### src/uppg_defines.svh
// Register offsets, field positions, reset values for the upper port block
`ifndef UPPG_DEFINES_SVH
`define UPPG_DEFINES_SVH

`define UPPG_PAGE_OFS 12'h000
`define UPPG_CFG_OFS 12'h004
`define UPPG_RMW_OFS 12'h008
`define UPPG_STAT_OFS 12'h00C
`define UPPG_DATA_BASE 12'h010
`define UPPG_MODE_BASE 12'h020
`define UPPG_BANK_MASK 12'hFF0

`define UPPG_PORT_PAGE 8'h0F
`define UPPG_PAGE_RST 8'h00
`define UPPG_DATA_RST 8'hFF
`define UPPG_MODE_RST 8'h00
`define UPPG_PUD_RST 1'b0
`define UPPG_P4_MASK 8'hE0
`define UPPG_FULL_MASK 8'hFF

`define UPPG_CFG_PUD_BIT 0
`define UPPG_RMW_PORT_LSB 0
`define UPPG_RMW_PORT_MSB 1
`define UPPG_RMW_OP_LSB 2
`define UPPG_RMW_OP_MSB 3
`define UPPG_RMW_ARG_LSB 8
`define UPPG_RMW_ARG_MSB 15
`define UPPG_STAT_PAGE_BIT 0
`define UPPG_STAT_LAST_LSB 8
`define UPPG_STAT_LAST_MSB 15

`define UPPG_NUM_PINS 27

`endif

### src/uppg_pkg.sv
// Types shared by the upper port block
package uppg_pkg;

    typedef logic [7:0] uppg_byte_t;
    typedef logic [1:0] uppg_port_idx_t;

    typedef enum logic [1:0] {
        UPPG_OP_AND = 2'b00,
        UPPG_OP_OR = 2'b01,
        UPPG_OP_XOR = 2'b10,
        UPPG_OP_CPL = 2'b11
    } uppg_rmw_op_t;

    typedef enum logic [1:0] {
        UPPG_ST_IDLE = 2'b00,
        UPPG_ST_READ = 2'b01,
        UPPG_ST_WRITE = 2'b10,
        UPPG_ST_DONE = 2'b11
    } uppg_rmw_state_t;

endpackage

### src/uppg_pin_if.sv
// Port data, mode and pull-up control passed from register logic to pad logic
`timescale 1ns/1ps
interface uppg_pin_if;
    logic [31:0] data_bits;
    logic [31:0] mode_bits;
    logic pullup_dis;

    modport ctrl
    (
        output data_bits,
        output mode_bits,
        output pullup_dis
    );

    modport pad
    (
        input data_bits,
        input mode_bits,
        input pullup_dis
    );
endinterface

### src/uppg_sync.sv
// Two-stage synchroniser for the pin levels
`timescale 1ns/1ps
module uppg_sync
(
    input wire logic pclk,
    input wire logic presetn,
    input wire logic [26:0] async_in,
    output logic [26:0] sync_out
);
    logic [26:0] meta_reg;

    // First stage feeds only the second
    always_ff @(posedge pclk or negedge presetn)
    begin
        if (!presetn)
        begin
            meta_reg <= 27'h0;
            sync_out <= 27'h0;
        end
        else
        begin
            meta_reg <= async_in;
            sync_out <= meta_reg;
        end
    end
endmodule

### src/uppg_pad_drive.sv
// Registered pad drivers: output level, output enable, pull-up enable
`timescale 1ns/1ps
module uppg_pad_drive
(
    input wire logic pclk,
    input wire logic presetn,
    uppg_pin_if.pad pins,
    output logic [26:0] pin_out,
    output logic [26:0] pin_oe,
    output logic pin_pullup_en
);
    logic [31:0] oe_full;

    // Only pins 5..7 of the fourth port reach a pad
    function automatic logic [26:0] uppg_pack(input logic [31:0] full);
        uppg_pack = {full[31:8], full[7:5]};
    endfunction

    // Open-drain ones release; push-pull ones always drive
    assign oe_full = pins.mode_bits | ~pins.data_bits;

    always_ff @(posedge pclk or negedge presetn)
    begin
        if (!presetn)
        begin
            pin_out <= 27'h7FFFFFF;
            pin_oe <= 27'h0;
            pin_pullup_en <= 1'b1;
        end
        else
        begin
            pin_out <= uppg_pack(pins.data_bits);
            pin_oe <= uppg_pack(oe_full);
            pin_pullup_en <= ~pins.pullup_dis;
        end
    end
endmodule

### src/uppg_upper_port_gpio.sv
// APB register file and pin logic for the upper general-purpose ports
//
// The implementer's own choices: the register addresses and the APB interface to the registers.
`timescale 1ns/1ps
`include "uppg_defines.svh"
// How it works
// - Normal data reads return the pin level
// - Read-modify-write reads the stored data register
// - Fourth port has only pins five to seven
// - Port registers respond only on page fifteen
// - Push-pull: zero drives low, one drives high
// - Open-drain: zero drives low, one floats
// - Mode bit one push-pull, zero open-drain
// - Reset leaves every pin open-drain
// - Pull-ups on unless global disable bit set
// - Absent pins have no data register bits and read zero
// - Port data reached as whole bytes only
module uppg_upper_port_gpio
(
    input wire logic pclk,
    input wire logic presetn,
    input wire logic psel,
    input wire logic penable,
    input wire logic pwrite,
    input wire logic [11:0] paddr,
    input wire logic [31:0] pwdata,
    output logic [31:0] prdata,
    output logic pready,
    output logic pslverr,
    input wire logic [26:0] pin_in,
    output logic [26:0] pin_out,
    output logic [26:0] pin_oe,
    output logic pin_pullup_en
);
    uppg_pin_if pins();

    logic [7:0] register_page_select_reg;
    logic global_pullup_disable_reg;
    logic [7:0] data_reg [4];
    logic [7:0] pin_output_mode_bits_reg [4];
    logic [7:0] rmw_src_reg;
    logic [7:0] rmw_last_reg;
    uppg_pkg::uppg_rmw_state_t rmw_state_reg;
    logic [26:0] pin_level;
    logic [31:0] level_full;

    logic access;
    logic port_page;
    logic is_data;
    logic is_mode;
    logic is_rmw;
    logic is_ctrl;
    logic port_hit;
    logic refuse;
    logic ready_next;
    logic commit;
    uppg_pkg::uppg_port_idx_t port_idx;
    uppg_pkg::uppg_port_idx_t rmw_port;
    uppg_pkg::uppg_rmw_op_t rmw_op;
    logic [7:0] rmw_arg;
    logic [31:0] rdata_next;
    logic wr_commit;
    logic data_wr;
    logic mode_wr;
    logic rmw_busy;
    logic [7:0] rmw_result;

    // Mask of pins that exist on a port
    function automatic logic [7:0] uppg_mask(input uppg_pkg::uppg_port_idx_t idx);
        uppg_mask = (idx == 2'd0) ? `UPPG_P4_MASK : `UPPG_FULL_MASK;
    endfunction

    // Port number from a register offset
    function automatic uppg_pkg::uppg_port_idx_t uppg_port_of(input logic [11:0] addr);
        uppg_port_of = addr[3:2];
    endfunction

    // Register bank match, shared by the data and mode decodes
    function automatic logic uppg_in_bank(input logic [11:0] addr, input logic [11:0] base);
        uppg_in_bank = ((addr & `UPPG_BANK_MASK) == base);
    endfunction

    // Modify step of a read-modify-write
    function automatic logic [7:0] uppg_modify(
        input uppg_pkg::uppg_rmw_op_t op,
        input logic [7:0] src,
        input logic [7:0] arg
    );
        unique case (op)
            uppg_pkg::UPPG_OP_AND: uppg_modify = src & arg;
            uppg_pkg::UPPG_OP_OR: uppg_modify = src | arg;
            uppg_pkg::UPPG_OP_XOR: uppg_modify = src ^ arg;
            uppg_pkg::UPPG_OP_CPL: uppg_modify = ~src;
        endcase
    endfunction

    // Input paths exist only for the bonded pads
    uppg_sync u_sync
    (
        .pclk(pclk),
        .presetn(presetn),
        .async_in(pin_in),
        .sync_out(pin_level)
    );

    uppg_pad_drive u_pad
    (
        .pclk(pclk),
        .presetn(presetn),
        .pins(pins.pad),
        .pin_out(pin_out),
        .pin_oe(pin_oe),
        .pin_pullup_en(pin_pullup_en)
    );

    // Absent low pins of the fourth port read zero
    assign level_full = {pin_level[26:3], pin_level[2:0], 5'h00};

    assign pins.data_bits = {data_reg[3], data_reg[2], data_reg[1], data_reg[0]};
    assign pins.mode_bits = {pin_output_mode_bits_reg[3], pin_output_mode_bits_reg[2],
                             pin_output_mode_bits_reg[1], pin_output_mode_bits_reg[0]};
    assign pins.pullup_dis = global_pullup_disable_reg;

    assign access = psel & penable & ~pready;
    assign commit = psel & penable & pready;
    assign port_page = (register_page_select_reg == `UPPG_PORT_PAGE);
    assign is_data = uppg_in_bank(paddr, `UPPG_DATA_BASE);
    assign is_mode = uppg_in_bank(paddr, `UPPG_MODE_BASE);
    assign is_rmw = (paddr == `UPPG_RMW_OFS);
    assign is_ctrl = (paddr == `UPPG_PAGE_OFS) || (paddr == `UPPG_CFG_OFS)
                     || (paddr == `UPPG_STAT_OFS);
    assign port_hit = is_data || is_mode || (is_rmw && pwrite);
    assign refuse = ~(is_ctrl || port_hit) || (port_hit && !port_page)
                    || (paddr[1:0] != 2'b00);
    assign port_idx = uppg_port_of(paddr);
    assign rmw_port = pwdata[`UPPG_RMW_PORT_MSB:`UPPG_RMW_PORT_LSB];
    assign rmw_op = uppg_pkg::uppg_rmw_op_t'(pwdata[`UPPG_RMW_OP_MSB:`UPPG_RMW_OP_LSB]);
    assign rmw_arg = pwdata[`UPPG_RMW_ARG_MSB:`UPPG_RMW_ARG_LSB];

    // Page, config, data and mode writes land only at the edge that completes the transfer
    assign wr_commit = commit && pwrite && !pslverr;
    assign data_wr = wr_commit && is_data;
    assign mode_wr = wr_commit && is_mode;

    // Modified byte; absent port four pins stay clear
    assign rmw_result = uppg_modify(rmw_op, rmw_src_reg, rmw_arg) & uppg_mask(rmw_port);

    // A read-modify-write holds the bus until its write-back is done
    assign rmw_busy = is_rmw && pwrite && (rmw_state_reg != uppg_pkg::UPPG_ST_DONE);
    assign ready_next = access && (refuse || !rmw_busy);

    // Read mux
    always_comb
    begin
        rdata_next = 32'h0;
        if (!refuse)
        begin
            if (is_data)
            begin
                rdata_next = {24'h0, level_full[8*port_idx +: 8]};
            end
            else if (is_mode)
            begin
                rdata_next = {24'h0, pin_output_mode_bits_reg[port_idx]};
            end
            else if (paddr == `UPPG_PAGE_OFS)
            begin
                rdata_next = {24'h0, register_page_select_reg};
            end
            else if (paddr == `UPPG_CFG_OFS)
            begin
                rdata_next[`UPPG_CFG_PUD_BIT] = global_pullup_disable_reg;
            end
            else if (paddr == `UPPG_STAT_OFS)
            begin
                rdata_next[`UPPG_STAT_PAGE_BIT] = port_page;
                rdata_next[`UPPG_STAT_LAST_MSB:`UPPG_STAT_LAST_LSB] = rmw_last_reg;
            end
        end
    end

    // Bus answer: one wait state on plain accesses
    always_ff @(posedge pclk or negedge presetn)
    begin
        if (!presetn)
        begin
            pready <= 1'b0;
            pslverr <= 1'b0;
            prdata <= 32'h0;
        end
        else
        begin
            pready <= ready_next;
            if (ready_next)
            begin
                pslverr <= refuse;
                prdata <= pwrite ? 32'h0 : rdata_next;
            end
            else
            begin
                pslverr <= 1'b0;
            end
        end
    end

    // Page select and pull-up disable
    always_ff @(posedge pclk or negedge presetn)
    begin
        if (!presetn)
        begin
            register_page_select_reg <= `UPPG_PAGE_RST;
            global_pullup_disable_reg <= `UPPG_PUD_RST;
        end
        else if (wr_commit)
        begin
            if (paddr == `UPPG_PAGE_OFS)
            begin
                register_page_select_reg <= pwdata[7:0];
            end
            if (paddr == `UPPG_CFG_OFS)
            begin
                global_pullup_disable_reg <= pwdata[`UPPG_CFG_PUD_BIT];
            end
        end
    end

    // Output mode registers
    always_ff @(posedge pclk or negedge presetn)
    begin
        if (!presetn)
        begin
            for (int i = 0; i < 4; i++)
            begin
                pin_output_mode_bits_reg[i] <= `UPPG_MODE_RST;
            end
        end
        else if (mode_wr)
        begin
            pin_output_mode_bits_reg[port_idx] <= pwdata[7:0] & uppg_mask(port_idx);
        end
    end

    // Read-modify-write sequencer: read phase sees the stored byte
    always_ff @(posedge pclk or negedge presetn)
    begin
        if (!presetn)
        begin
            rmw_state_reg <= uppg_pkg::UPPG_ST_IDLE;
            rmw_src_reg <= 8'h00;
            rmw_last_reg <= 8'h00;
        end
        else
        begin
            unique case (rmw_state_reg)
                uppg_pkg::UPPG_ST_IDLE:
                begin
                    // Refused commands never start the sequencer
                    if (access && is_rmw && pwrite && !refuse)
                    begin
                        rmw_state_reg <= uppg_pkg::UPPG_ST_READ;
                    end
                end
                uppg_pkg::UPPG_ST_READ:
                begin
                    rmw_src_reg <= data_reg[rmw_port];
                    rmw_last_reg <= data_reg[rmw_port];
                    rmw_state_reg <= uppg_pkg::UPPG_ST_WRITE;
                end
                uppg_pkg::UPPG_ST_WRITE:
                begin
                    rmw_state_reg <= uppg_pkg::UPPG_ST_DONE;
                end
                uppg_pkg::UPPG_ST_DONE:
                begin
                    if (commit)
                    begin
                        rmw_state_reg <= uppg_pkg::UPPG_ST_IDLE;
                    end
                end
            endcase
        end
    end

    // Data registers: byte writes and read-modify-write results
    always_ff @(posedge pclk or negedge presetn)
    begin
        if (!presetn)
        begin
            for (int i = 0; i < 4; i++)
            begin
                data_reg[i] <= `UPPG_DATA_RST & uppg_mask(uppg_pkg::uppg_port_idx_t'(i));
            end
        end
        else if (rmw_state_reg == uppg_pkg::UPPG_ST_WRITE)
        begin
            data_reg[rmw_port] <= rmw_result;
        end
        else if (data_wr)
        begin
            // Whole byte only; upper bus bits ignored
            data_reg[port_idx] <= pwdata[7:0] & uppg_mask(port_idx);
        end
    end

endmodule

### config.mk
export PLATFORM = sky130hd
export DESIGN_NAME = uppg_upper_port_gpio
export DESIGN_NICKNAME = d
export VERILOG_FILES = /design/src/uppg_pkg.sv /design/src/uppg_pin_if.sv /design/src/uppg_sync.sv /design/src/uppg_pad_drive.sv /design/src/uppg_upper_port_gpio.sv
export VERILOG_INCLUDE_DIRS = /design/src
export SDC_FILE = /design/constraint.sdc
export NUM_CORES = 1
export LEC_CHECK = 0
export ABC_AREA = 1
export BUFFER_PORTS_ARGS = -buffer_cell sky130_fd_sc_hd__buf_2
export CORE_MARGIN = 5
export CORE_UTILIZATION = 55
export CTS_CLUSTER_DIAMETER = 100
export DETAILED_ROUTE_END_ITERATION = 10
export PLACE_DENSITY = 0.79
export SLEW_MARGIN = 30
export SYNTH_ARGS = -nofsm -noshare
export SYNTH_HDL_FRONTEND = slang
export SYNTH_SLANG_ARGS = --single-unit
### constraint.sdc
create_clock -name pclk -period 2.5 [get_ports pclk]
set_input_delay 0.25 -clock pclk [delete_from_list [all_inputs] [get_ports pclk]]
set_output_delay 0.25 -clock pclk [all_outputs]
set_load 0.02 [all_outputs]
# Word-level counts from Yosys, hierarchy flattened
# Cells that the tools add are included.
# classes
addsub,0
mux,33
mul,0
shifts,1
n_bitwise,16
div_mod_pow,0
order_cmp,4
n_eq_ne,15
reduce_logical,35
# ops
cell,count
$bwmux W32,3
$mux W32,3
$mux W8,9
$mux W16,3
$bmux W8 S2,2
$demux W8 S2,2
$not A32 Y32,1
$or A32 B32 Y32,1
$pmux W8 S4,1
$shiftx A32 B6 Y8,1
$and A8 B8 Y8,3
$eq A12 B4 Y1 const B,2
$logic_and A1 B1 Y1,13
$eq A12 B3 Y1 const B,1
$logic_not A12 Y1,1
$mux W5,2
$eq A2 B2 Y1 const B,4
$eq A8 B1 Y1 const B,1
$eq A8 B2 Y1 const B,1
$eq A8 B4 Y1 const B,1
$logic_not A2 Y1,4
$logic_or A1 B1 Y1,8
$not A8 Y8,1
$or A8 B8 Y8,1
15 further kinds,35
# word_totals
input_bits,76
wordCells,124
latch_bits,0
output_inout_bits,89
ram_bits,0
romBits,0
memories,0
regBits,226

# Logic depth before layout (Yosys ltp)
# Gate-level depths: netlist of run 1.
# logic_depth
depth_word,11
ltp_mapped,12

# Hierarchy
# Synthesis of run 1 repeated with hierarchy kept, for this count alone.
# hier_totals
cells_unflattened,930
area_unflattened_um2,8879.8
# modules_own_cells
module,cells_each,seq_area_each_um2,instances,area_per_inst_um2
uppg_upper_port_gpio,766,2561.2,1,5910.7
uppg_pad_drive,110,1411.4,1,1617.8
uppg_sync,54,1351.3,1,1351.3

# Worst setup path before layout of run 1
# No wires, ideal clock.
# synth_timing
path_kind,flip-flop to flip-flop
from,register rmw_state_reg[0]
to,register data_reg[15] in the netlist's numbering
path_stages_with_launch,10
required_time_ns,2.408
slack_ns,0.757
period_less_slack_ns,1.743
t_arrival_ns,1.650
cell_sequence,dfrtp_1 -> inv_1 -> ha_1 -> clkinv_1 -> nor2_2 -> inv_1 -> nand2_2 -> inv_2 -> nand2_1 -> o211ai_1
# synth_via
elab_chain_len,2
# synth_rtl
element,line_no,text
from (decl),uppg_upper_port_gpio.sv:43,uppg_pkg::uppg_rmw_state_t rmw_state_reg;
from (signal assigned),uppg_upper_port_gpio.sv:248,rmw_state_reg <= uppg_pkg::UPPG_ST_IDLE;
from (signal assigned),uppg_upper_port_gpio.sv:260,rmw_state_reg <= uppg_pkg::UPPG_ST_READ;
from (signal assigned),uppg_upper_port_gpio.sv:267,rmw_state_reg <= uppg_pkg::UPPG_ST_WRITE;
$eq A2 B2 Y1 *,uppg_upper_port_gpio.sv:294,else if (rmw_state_reg == uppg_pkg::UPPG_ST_WRITE)
$mux W32 / $reduce_bool A2 Y1 (equally long branches),--,
"to (signal, indexed assignment)",uppg_upper_port_gpio.sv:291,data_reg[i] <= `UPPG_DATA_RST & uppg_mask(uppg_pkg::uppg_port_idx_t'(i));
"to (signal, indexed assignment)",uppg_upper_port_gpio.sv:296,data_reg[rmw_port] <= rmw_result;
"to (signal, indexed assignment)",uppg_upper_port_gpio.sv:301,data_reg[port_idx] <= pwdata[7:0] & uppg_mask(port_idx);
to (decl),uppg_upper_port_gpio.sv:39,logic [7:0] data_reg [4];
# Mark *: on every way between the ends. The rest lies on a longest branch, timed or not.
# A chain may end at the register's enable or synchronous reset.

# Worst setup path in the final report of run 1
# layout_timing
from,register rmw_state_reg[0]
to,register data_reg[29] in the netlist's numbering
# Same word-level chain as after synthesis.

==> results of run 1 <==
cells by family (layout without fill, tap and decap cells):
family | Yosys count | count (layout) | synth area share [%]
and+or+nand+nor | 399 | 399 | 19.3
DFF | 210 | 210 | 60.8
buffers and inverters | 142 | 324 | 7.38
AOI/OAI and AO/OA | 133 | 133 | 9.47
other | 1 | 16 | 0.0428
adders and majority gates | 21 | 21 | 3.00
metal layers:
metal  up-vias  wire [um]  GRT usage (%)
li1       3265          -              -
met2       377      10800           40.2
met5         -          0              0
met1      3310       8580           31.7
met4         0        992           10.8
met3        87       2140           5.59
cell usage after synthesis, drive strengths merged:
master and count:
clkinv 3, o2111ai 6, inv 104, a221oi 5
o221ai 4, o22ai 10, a31oi 3, ha 21
a22oi 12, o21a 4, a21oi 26, nand2 235
nand3 74, dfstp 55, clkbuf 4, o31a 1
conb 1, o211ai 4, nor3 4, nor4 1
dfrtp 155, buf 31, or2 4, o21ai 58
nor2 74, nand4 7
critical path, stage by stage (launching register included):
cell and delay, ns:
dfrtp_1 0.42, inv_1 0.11, ha_1 0.29, clkinv_1 0.27, nor2_1 0.20, inv_1 0.10
nand2_2 0.23, inv_2 0.07, a21oi_1 0.16, a21oi_1 0.11
worst max-delay path by stage:
stage                     cells after the start  slack, ns      endpoint             start
after CTS                                     9       0.52  data_reg[29]  rmw_state_reg[0]
after global placement                       12       0.52     prdata[0]          paddr[1]
final                                         9       0.45  data_reg[29]  rmw_state_reg[0]
after floorplan                               9       0.76  data_reg[15]  rmw_state_reg[0]
after detailed placement                     11       0.47     prdata[4]          paddr[1]
after global routing                          7       0.27  data_reg[21]  rmw_state_reg[0]
through the flow:
stage	cell area, um^2	std cells	setup WS (ns)	hold slack, ns	power [mW]
2_1_floorplan	8820	921	0.757	-0.0456	6.35
3_3_place_gp	9680	1254	0.519	0.242	7.25
3_5_place_dp	9680	1254	0.469	0.244	7.34
4_1_cts	10700	1319	0.520	0.0405	10.6
5_1_grt	10700	1319	0.268	0.0734	11.1
6_report	10700	1319	0.448	0.0704	10.6
power by group:
group,leakage (nW),switching (mW),total [mW],internal [mW]
logic,2.32,1.62,2.44,0.819
registers,2.50,0.451,4.89,4.44
clock network,0.351,1.26,3.24,1.97
total,5.17,3.33,10.6,7.24
area by class of cell:
class | count | area (um^2) | share of cell area [%]
flip-flops and latches | 210 | 5320 | 49.9
multi-input cells | 569 | 2850 | 26.7
repair buffers | 180 | 1110 | 10.4
clock buffers | 29 | 596 | 5.58
inverters | 107 | 404 | 3.79
well taps | 216 | 270 | 2.53
clock inverters | 8 | 121 | 1.14
==> impl_metrics.json, run 1 <==
{
  "outcome": "complete, no violations",
  "cp-end-kind": "register",
  "hold_buffers": 28,
  "io_pins": 165,
  "numCtsBuffers": 21,
  "fin_nets": 1186,
  "synth_seq_area_share_pct": 60.8,
  "yosys.area.top_type": "dfrtp_1",
  "hold_depth": 3,
  "synth_warnings": 0,
  "drc": 0,
  "grt_max_degree": 86,
  "clk_path_buf_depth": 3,
  "fillCellCount": 1243,
  "peakVddDrop_v": 0.000649,
  "cts.sinks": 210,
  "start_util_pct": 55.6,
  "setup_tns_ns": 0,
  "reg2reg_from": "rmw_state_reg[0]",
  "postRouteAntennaNets": 0,
  "ys_types": 37,
  "drt-total-wl_mm": 22.5,
  "via_per_inst": 5.34,
  "die_area_um2": 18600,
  "max_freq_mhz": 487,
  "critical_path_class": "register to register",
  "vias": 7039,
  "row_count": 46,
  "track_usage_pct": 24.6,
  "worst_pin_slew_ns": 0.843,
  "power_density_nw_per_um2": 990,
  "regToRegEndpoint": "data_reg[29]",
  "cts_tree": "built",
  "period_share_pct": 82.1,
  "gp_congestion": 0.940,
  "synthCells": 906,
  "worstHoldEndpoint": "data_reg[4]",
  "dieWidth_um": 136,
  "antennaDiodeCount": 0,
  "grt_antenna_before_repair": 0,
  "r2r_slack_ns": 0.45,
  "rsz0062_at_grt": "no",
  "first_iter_violations": 722,
  "cp_max_fo": 10,
  "hp-class": "primary input to register",
  "path_clk_slew_ns": 0.06,
  "coreArea_um2": 15800,
  "layout-drive-gt1-share_pct": 25.7,
  "worstHoldStart": "pwdata[4]",
  "yosys-top-cells-area": "dfrtp_1 (44%), dfstp_2 (16%), nand2_1 (9.8%)",
  "hold_viol_final": 0,
  "clock_skew_ns": 0.0105,
  "synth_area_per_cell_um2": 9.67,
  "reg2reg_depth": 9,
  "cts_root_buffer": "clkbuf_16",
  "hpwlAfterDp_mm": 15.5,
  "grt_pass1_vias": 6869,
  "fin_crit_ns": 2.05,
  "grt_overflow": 0,
  "insertion_delay_ns": 0.49,
  "dr.pass1.iters": 6,
  "worstPathArrival_ns": 2.46,
  "maxCapViolCount": 0,
  "startpoint_type": "register",
  "syn_to_final_growth_pct": 21.8,
  "portBuffers": 132,
  "die_h_um": 136,
  "drv_slew": 0,
  "final-setup-viol-count": 0,
  "cts-resized-gates": 0,
  "detail_route.wl_per_cell_um": 17.1,
  "final_cell_mix": "nand2_1 (229), dfrtp_1 (155), buf_2 (131), inv_1 (93), nand3_1 (74)",
  "synth-seq-cells": 210,
  "p_leak_nw": 5.17,
  "cts_max_level": 1,
  "post-cts-setup-buffers": 0,
  "final_common_cell": "nand2_1",
  "cp.required_ns": 2.91,
  "synth_top_area_share_pct": 44.3,
  "grt_pass1_wl_mm": 35.7,
  "netlist_area_um2": 8760,
  "fin_util_pct": 67.7,
  "slew_headroom_pct": 43.2
}
Note: power is estimated with default switching activity, not from simulation.
==> run 2: changes to the inputs <==
Settings changed: ABC_AREA 1 to 0, CORE_UTILIZATION 55 to 50, PLACE_DENSITY 0.79 to 0.76.
Clock period 2.5 ns to 1.8 ns, I/O delays scaled along.
==> run 2 against run 1 <==
Against the previous run:
- clock-buffer cell count shrank 2
- sequential share of layout area shrank 2.5 points
- clock skew grew 0.0043 ns
- core utilization shrank 2.2 points
- register-to-register slack lost 0.43 ns
- worst hold slack lost 0.053 ns
- die area grew 8.5%
- non-clock buffer count grew 58
- largest cell class unchanged
- total power grew 40%
- area after synthesis shrank 0.71%
- highest routed layer unchanged
==> impl_metrics.json, run 2 <==
{
  "outcome": "complete, no violations",
  "ys_types": 52,
  "clk_path_buf_depth": 3,
  "fin_crit_ns": 1.78,
  "post-synth-top-count-cell": "dfrtp_1",
  "insertion_delay_ns": 0.51,
  "reg2reg_from": "register_page_select_reg[4]",
  "drt-total-wl_mm": 22.7,
  "cp-end-kind": "register",
  "cp.required_ns": 2.22,
  "slew_headroom_pct": 65.2,
  "cp_max_fo": 3,
  "p_leak_nw": 5.31,
  "synth_warnings": 0,
  "final_common_cell": "dfrtp_1",
  "yosys.area.top_type": "dfrtp_1",
  "dr.pass1.iters": 6,
  "drv_slew": 0,
  "grt_max_degree": 48,
  "maxCapViolCount": 0,
  "synthArstFlopShare_pct": 100,
  "place_inst": 1039,
  "fin_nets": 965,
  "grt_overflow": 0,
  "detail_route.wl_per_cell_um": 20.5,
  "vias": 6122,
  "hold_depth": 2,
  "start_util_pct": 50.6,
  "pwr-share-clk_pct": 32.2,
  "cts_root_buffer": "clkbuf_16",
  "rsz0062_at_grt": "yes",
  "max_freq_mhz": 561,
  "yosys-top-cells-area": "dfrtp_1 (45%), dfstp_2 (17%), mux4_2 (7.0%)",
  "dieWidth_um": 142,
  "grt_pass1_vias": 6651,
  "grt_antenna_before_repair": 0,
  "synth_edf_count": 0,
  "r2r_slack_ns": 0.02,
  "synth_seq_area_share_pct": 61.2,
  "cts.sinks": 210,
  "crit_slowest_cell": "or4_4",
  "synthTopCellsByCount": "dfrtp_1 (155), dfstp_2 (55), inv_1 (55)",
  "die_area_um2": 20100,
  "critical_path_class": "register to register",
  "syn_to_final_growth_pct": 29.3,
  "hold_viol_final": 0,
  "power_mw": 14.8,
  "sw_frac_of_total_pct": 30.3,
  "ys.flop_type": "dfrtp_1",
  "io_pins": 165,
  "pwr-share-seq_pct": 44.8,
  "first_iter_violations": 428,
  "portBuffers": 132,
  "worst_pin_slew_ns": 0.521,
  "synth_area_per_cell_um2": 13.8,
  "die_h_um": 142,
  "gp_congestion": 0.889,
  "synthCells": 632,
  "startpoint_type": "register",
  "track_usage_pct": 22.9,
  "clock_skew_ns": 0.0148,
  "layout-drive-gt1-share_pct": 43.6,
  "cts_max_level": 1,
  "final_area_um2": 11200,
  "synth-seq-cells": 210,
  "reg2reg_depth": 4,
  "max_stage_delay_ns": 0.59,
  "switchingPower_mw": 4.48,
  "synth_top_area_share_pct": 44.6,
  "antennaDiodeCount": 0,
  "path_clk_slew_ns": 0.06,
  "drc": 0,
  "setup_tns_ns": 0,
  "via_per_inst": 5.52,
  "hpwlAfterDp_mm": 16.3,
  "cts_tree": "built",
  "pwr-share-comb_pct": 23.0,
  "period_share_pct": 99.0,
  "grt_pass1_wl_mm": 36.3,
  "worstPathCellList": "or4_4 > a2111oi_4 > o2111ai_1 > o22ai_1",
  "numCtsBuffers": 23,
  "row_count": 48,
  "instances_no_fill": 1110,
  "power_density_nw_per_um2": 1310,
  "fin_util_pct": 65.5,
  "p_int_mw": 10.3,
  "regToRegEndpoint": "prdata[5]",
  "place_area_um2": 10100,
  "worstHoldStart": "pwdata[5]",
  "worstPathArrival_ns": 2.20,
  "final_cell_mix": "dfrtp_1 (154), buf_2 (131), buf_4 (73), inv_1 (55), dfstp_2 (55)",
  "fillCellCount": 1282,
  "worstHoldEndpoint": "pin_output_mode_bits_reg[21]",
  "netlist_area_um2": 8700,
  "final-setup-viol-count": 0,
  "path_buf_inv": 0,
  "hp-class": "primary input to register",
  "peakVddDrop_v": 0.000863,
  "coreArea_um2": 17200,
  "cp_top_family": "compound AO/OA/AOI/OAI gates",
  "postRouteAntennaNets": 0
}
==> run 2: cell types whose count changed after synthesis, moves of 23 or more <==
cell      previous run  this run
o21ai_0             42        11
mux2_2               0        35
inv_1               93        55
mux4_2               0        27
a221o_1              0        24
nor2_1              63        23
nand2_1            229        18
nand2b_1             0        33
a21oi_1             24         1
nand3_1             74         4
==> run 2: cells by family (layout without fill, tap and decap cells) <==
family | count (synthesis) | in the layout | share of synthesized area, %
flops | 210 | 210 | 61.2
mux | 79 | 79 | 13.5
fa+ha+maj | 21 | 21 | 3.02
simple gates | 147 | 147 | 9.65
buf+inv | 97 | 335 | 5.12
other cells | 1 | 16 | 0.0431
compound gates | 77 | 77 | 7.46
==> run 2: worst register-to-register path: stages (launching register included) <==
cell and delay (ns):
dfrtp_1 0.38, or4_4 0.59, a2111oi_4 0.30, o2111ai_1 0.24, o22ai_1 0.19
==> run 2: layout make-up <==
| cell class | instances | area [um^2] | area share, % |
|---|---|---|---|
| tap | 225 | 282 | 2.50 |
| clock inverter | 15 | 175 | 1.56 |
| multi-input combinational | 340 | 3070 | 27.3 |
| inverter | 55 | 206 | 1.84 |
| timing repair buffer | 238 | 1590 | 14.1 |
| clock buffer | 27 | 601 | 5.34 |
| sequential | 210 | 5330 | 47.3 |
==> run 2: per-layer routing <==
metal  up-vias  track usage (%)  wire length (um)  share of wire [%]
li1       2693                -                 -                  -
met1      3075             29.4              8790                 39
met2       291             38.9             11500                 50
met3        63             4.45              1640                7.2
met4         0             8.59               817                3.6
met5         -                0                 0                  0
==> run 2: worst max path at each step <==
| stage | from | to | slack, ns | depth (start not counted) |
|---|---|---|---|---|
| after floorplan | register_page_select_reg[4] | prdata[1] | -0.01 | 4 |
| after global placement | paddr[9] | pin_output_mode_bits_reg[7] | -0.32 | 7 |
| after detailed placement | paddr[9] | pin_output_mode_bits_reg[18] | -0.35 | 7 |
| after CTS | pslverr | pin_output_mode_bits_reg[2] | 0.007 | 5 |
| after global routing | register_page_select_reg[4] | prdata[5] | -0.06 | 4 |
| final | register_page_select_reg[4] | prdata[5] | 0.02 | 4 |
==> run 2: stage by stage <==
step	hold WS [ns]	setup slack, ns
2_1_floorplan	-0.116	-0.0104
3_5_place_dp	0.159	-0.348
3_3_place_gp	0.154	-0.318
4_1_cts	0.00152	0.00727
6_report	0.0174	0.0186
5_1_grt	0.00129	-0.0601
==> run 2: repair_timing <==
action | CTS | global route
cloned | 0 | 0
buffers inserted | 0 | 1
pin swaps | 4 | 8
endpoints found under the hold margin | 110 | 0
hold buffers | 28 | 0
gates resized for setup | 6 | 13
endpoints found under the setup margin | 46 | 33
==> run 2: power by group through the flow <==
stage / clock network [mW] / logic, mW / registers, mW
finish: 4.76 / 3.40 / 6.61
global route: 5.06 / 3.67 / 6.74
CTS: 4.84 / 3.42 / 6.63
detailed placement: 0 / 3.34 / 6.70
global placement: 0 / 3.25 / 6.65
floorplan: 0 / 1.36 / 7.21
==> run 3: changes to the inputs <==
Settings changed: CORE_MARGIN 5 to default.
==> run 3 against run 2 <==
Against the previous run:
- the flow now finishes with violations (negative setup slack)
- core utilization up 1.6 points
- worst hold slack better by 0.0043 ns
- via count increased by 1.0%
- sequential power hardly changed
- non-clock buffer count is 1 higher
- sequential cell count unchanged
- routed wire length down 3.0%
- clock power fell by 5.7%
- design area stayed put
- critical endpoint is now prdata[0]
==> impl_metrics.json, run 3 (synthesis gave the netlist of run 2 again) <==
{
  "outcome": "complete, but fails checks",
  "failed_checks": "negative setup slack",
  "row_count": 47,
  "hold_depth": 2,
  "insertion_delay_ns": 0.51,
  "fillCellCount": 1149,
  "grt_pass1_vias": 6465,
  "slew_headroom_pct": 64.7,
  "grt_overflow": 0,
  "regToRegEndpoint": "prdata[0]",
  "cp.required_ns": 2.21,
  "clk_path_buf_depth": 3,
  "gp_congestion": 0.908,
  "instances_no_fill": 1104,
  "hold_viol_final": 0,
  "rsz0062_at_grt": "yes",
  "r2r_slack_ns": -0.04,
  "cts_tree": "built",
  "final_common_cell": "dfrtp_1",
  "vias": 6185,
  "worst_pin_slew_ns": 0.529,
  "startpoint_type": "register",
  "dieWidth_um": 134,
  "worstHoldEndpoint": "pin_output_mode_bits_reg[7]",
  "place_inst": 1031,
  "via_per_inst": 5.60,
  "reg2reg_depth": 5,
  "place_area_um2": 10100,
  "coreArea_um2": 16800,
  "power_mw": 14.5,
  "max_freq_mhz": 543,
  "portBuffers": 132,
  "hpwlAfterDp_mm": 15.4,
  "path_clk_slew_ns": 0.07,
  "grt_pass1_wl_mm": 34.3,
  "crit_start": "register_page_select_reg[6]",
  "power_density_nw_per_um2": 1290,
  "numCtsBuffers": 22,
  "postRouteAntennaNets": 0,
  "track_usage_pct": 25.1,
  "dr.pass1.iters": 6,
  "final_area_um2": 11200,
  "cp-end-kind": "register",
  "reg2reg_from": "register_page_select_reg[6]",
  "path_buf_inv": 1,
  "die_h_um": 134,
  "crit_cells": 5,
  "die_area_um2": 17900,
  "cts_root_buffer": "clkbuf_16",
  "cts.sinks": 210,
  "drv_slew": 0,
  "cts_max_level": 1,
  "worstPathArrival_ns": 2.25,
  "hp-class": "primary input to register",
  "timing.final.ws_setup_ns": -0.0401,
  "max_stage_delay_ns": 0.59,
  "start_util_pct": 51.9,
  "clock_skew_ns": 0.0145,
  "grt_antenna_before_repair": 0,
  "maxCapViolCount": 0,
  "final-setup-viol-count": 3,
  "antennaDiodeCount": 0,
  "cp_max_fo": 3,
  "fin_nets": 965,
  "peakVddDrop_v": 0.000815,
  "detail_route.wl_per_cell_um": 20.0,
  "cp_top_family": "simple AND/OR/NAND/NOR gates",
  "hold_slack_ns": 0.0218,
  "final_cell_mix": "dfrtp_1 (154), buf_2 (131), buf_4 (68), inv_1 (55), dfstp_2 (55)",
  "p_leak_nw": 5.30,
  "fin_crit_ns": 1.84,
  "crit_slowest_cell": "or4_4",
  "period_share_pct": 102,
  "grt_max_degree": 58,
  "first_iter_violations": 421,
  "syn_to_final_growth_pct": 29.3,
  "critical_path_class": "register to register",
  "place_ws_ns": -0.248,
  "drt-total-wl_mm": 22.1,
  "worstHoldStart": "pwdata[7]",
  "io_pins": 165,
  "layout-drive-gt1-share_pct": 43.4,
  "worstPathCellList": "or4_4 > a2111oi_4 > buf_4 > o2111ai_2 > o22ai_1",
  "drc": 0
}
run 3: changes by cell type in the layout (fill, tap and decap cells not counted), moves of 2 or more:
| cell | previous run | this run |
|---|---|---|
| mux2_2 | 29 | 35 |
| mux2_4 | 6 | 0 |
| o2111ai_2 | 1 | 3 |
| inv_6 | 3 | 0 |
| o2111ai_1 | 3 | 1 |
| dlygate4sd3_1 | 28 | 30 |
| buf_12 | 4 | 8 |
| buf_4 | 73 | 68 |
| clkbuf_1 | 3 | 5 |
run 3: how the worst max path moves through the flow:
| stage | to | slack [ns] |
|---|---|---|
| floorplan | prdata[1] | -0.01 |
| global placement | prdata[1] | -0.17 |
| detailed placement | pin_output_mode_bits_reg[23] | -0.25 |
| CTS | prdata[0] | -0.02 |
| global route | prdata[0] | -0.09 |
| finish | prdata[0] | -0.04 |
run 3: area by class of cell:
cell class | instances | area, um^2 | share of cell area (%)
Multi-Input combinational cell | 340 | 3060 | 27.2
Clock buffer | 29 | 597 | 5.31
Inverter | 55 | 206 | 1.84
Tap cell | 220 | 275 | 2.45
Sequential cell | 210 | 5330 | 47.3
Timing Repair Buffer | 239 | 1650 | 14.7
Clock inverter | 11 | 128 | 1.13
run 3: timing repair:
action,CTS,global route
hold buffers,30,0
hold endpoints to repair,62,0
buffers inserted,1,2
pin swaps,5,4
resized for setup,9,7
endpoints found under the setup margin,42,50
run 3: metal layers:
metal / part of all wire [%] / global-route usage, % / up-vias / routed length (um)
li1: - / - / 2696 / -
met1: 39 / 31.9 / 3082 / 8560
met2: 49 / 42.0 / 335 / 10900
met3: 7.7 / 4.38 / 72 / 1700
met4: 4.0 / 11.8 / 0 / 892
met5: 0 / 0 / - / 0
run 3: metrics by stage:
step	setup TNS, ns	util (%)
final	-0.0777	67.1
after global routing	-0.385	67.1
after CTS	-0.0297	66.8
after detailed placement	-14.27	60.5
after global placement	-6.46	60.5
after floorplan	-0.0311	-
run 3: power breakdown:
| part | leakage, nW | internal [mW] | switching [mW] |
|---|---|---|---|
| Combinational | 2.42 | 1.41 | 2.00 |
| Sequential | 2.52 | 6.03 | 0.599 |
| Clock | 0.358 | 2.64 | 1.84 |
| Total | 5.30 | 10.1 | 4.44 |
run 3: worst reg2reg max path, cell delays in order (launching register included):
cell	delay, ns
dfrtp_1	0.38
or4_4	0.59
a2111oi_4	0.33
buf_4	0.19
o2111ai_2	0.09
o22ai_1	0.16
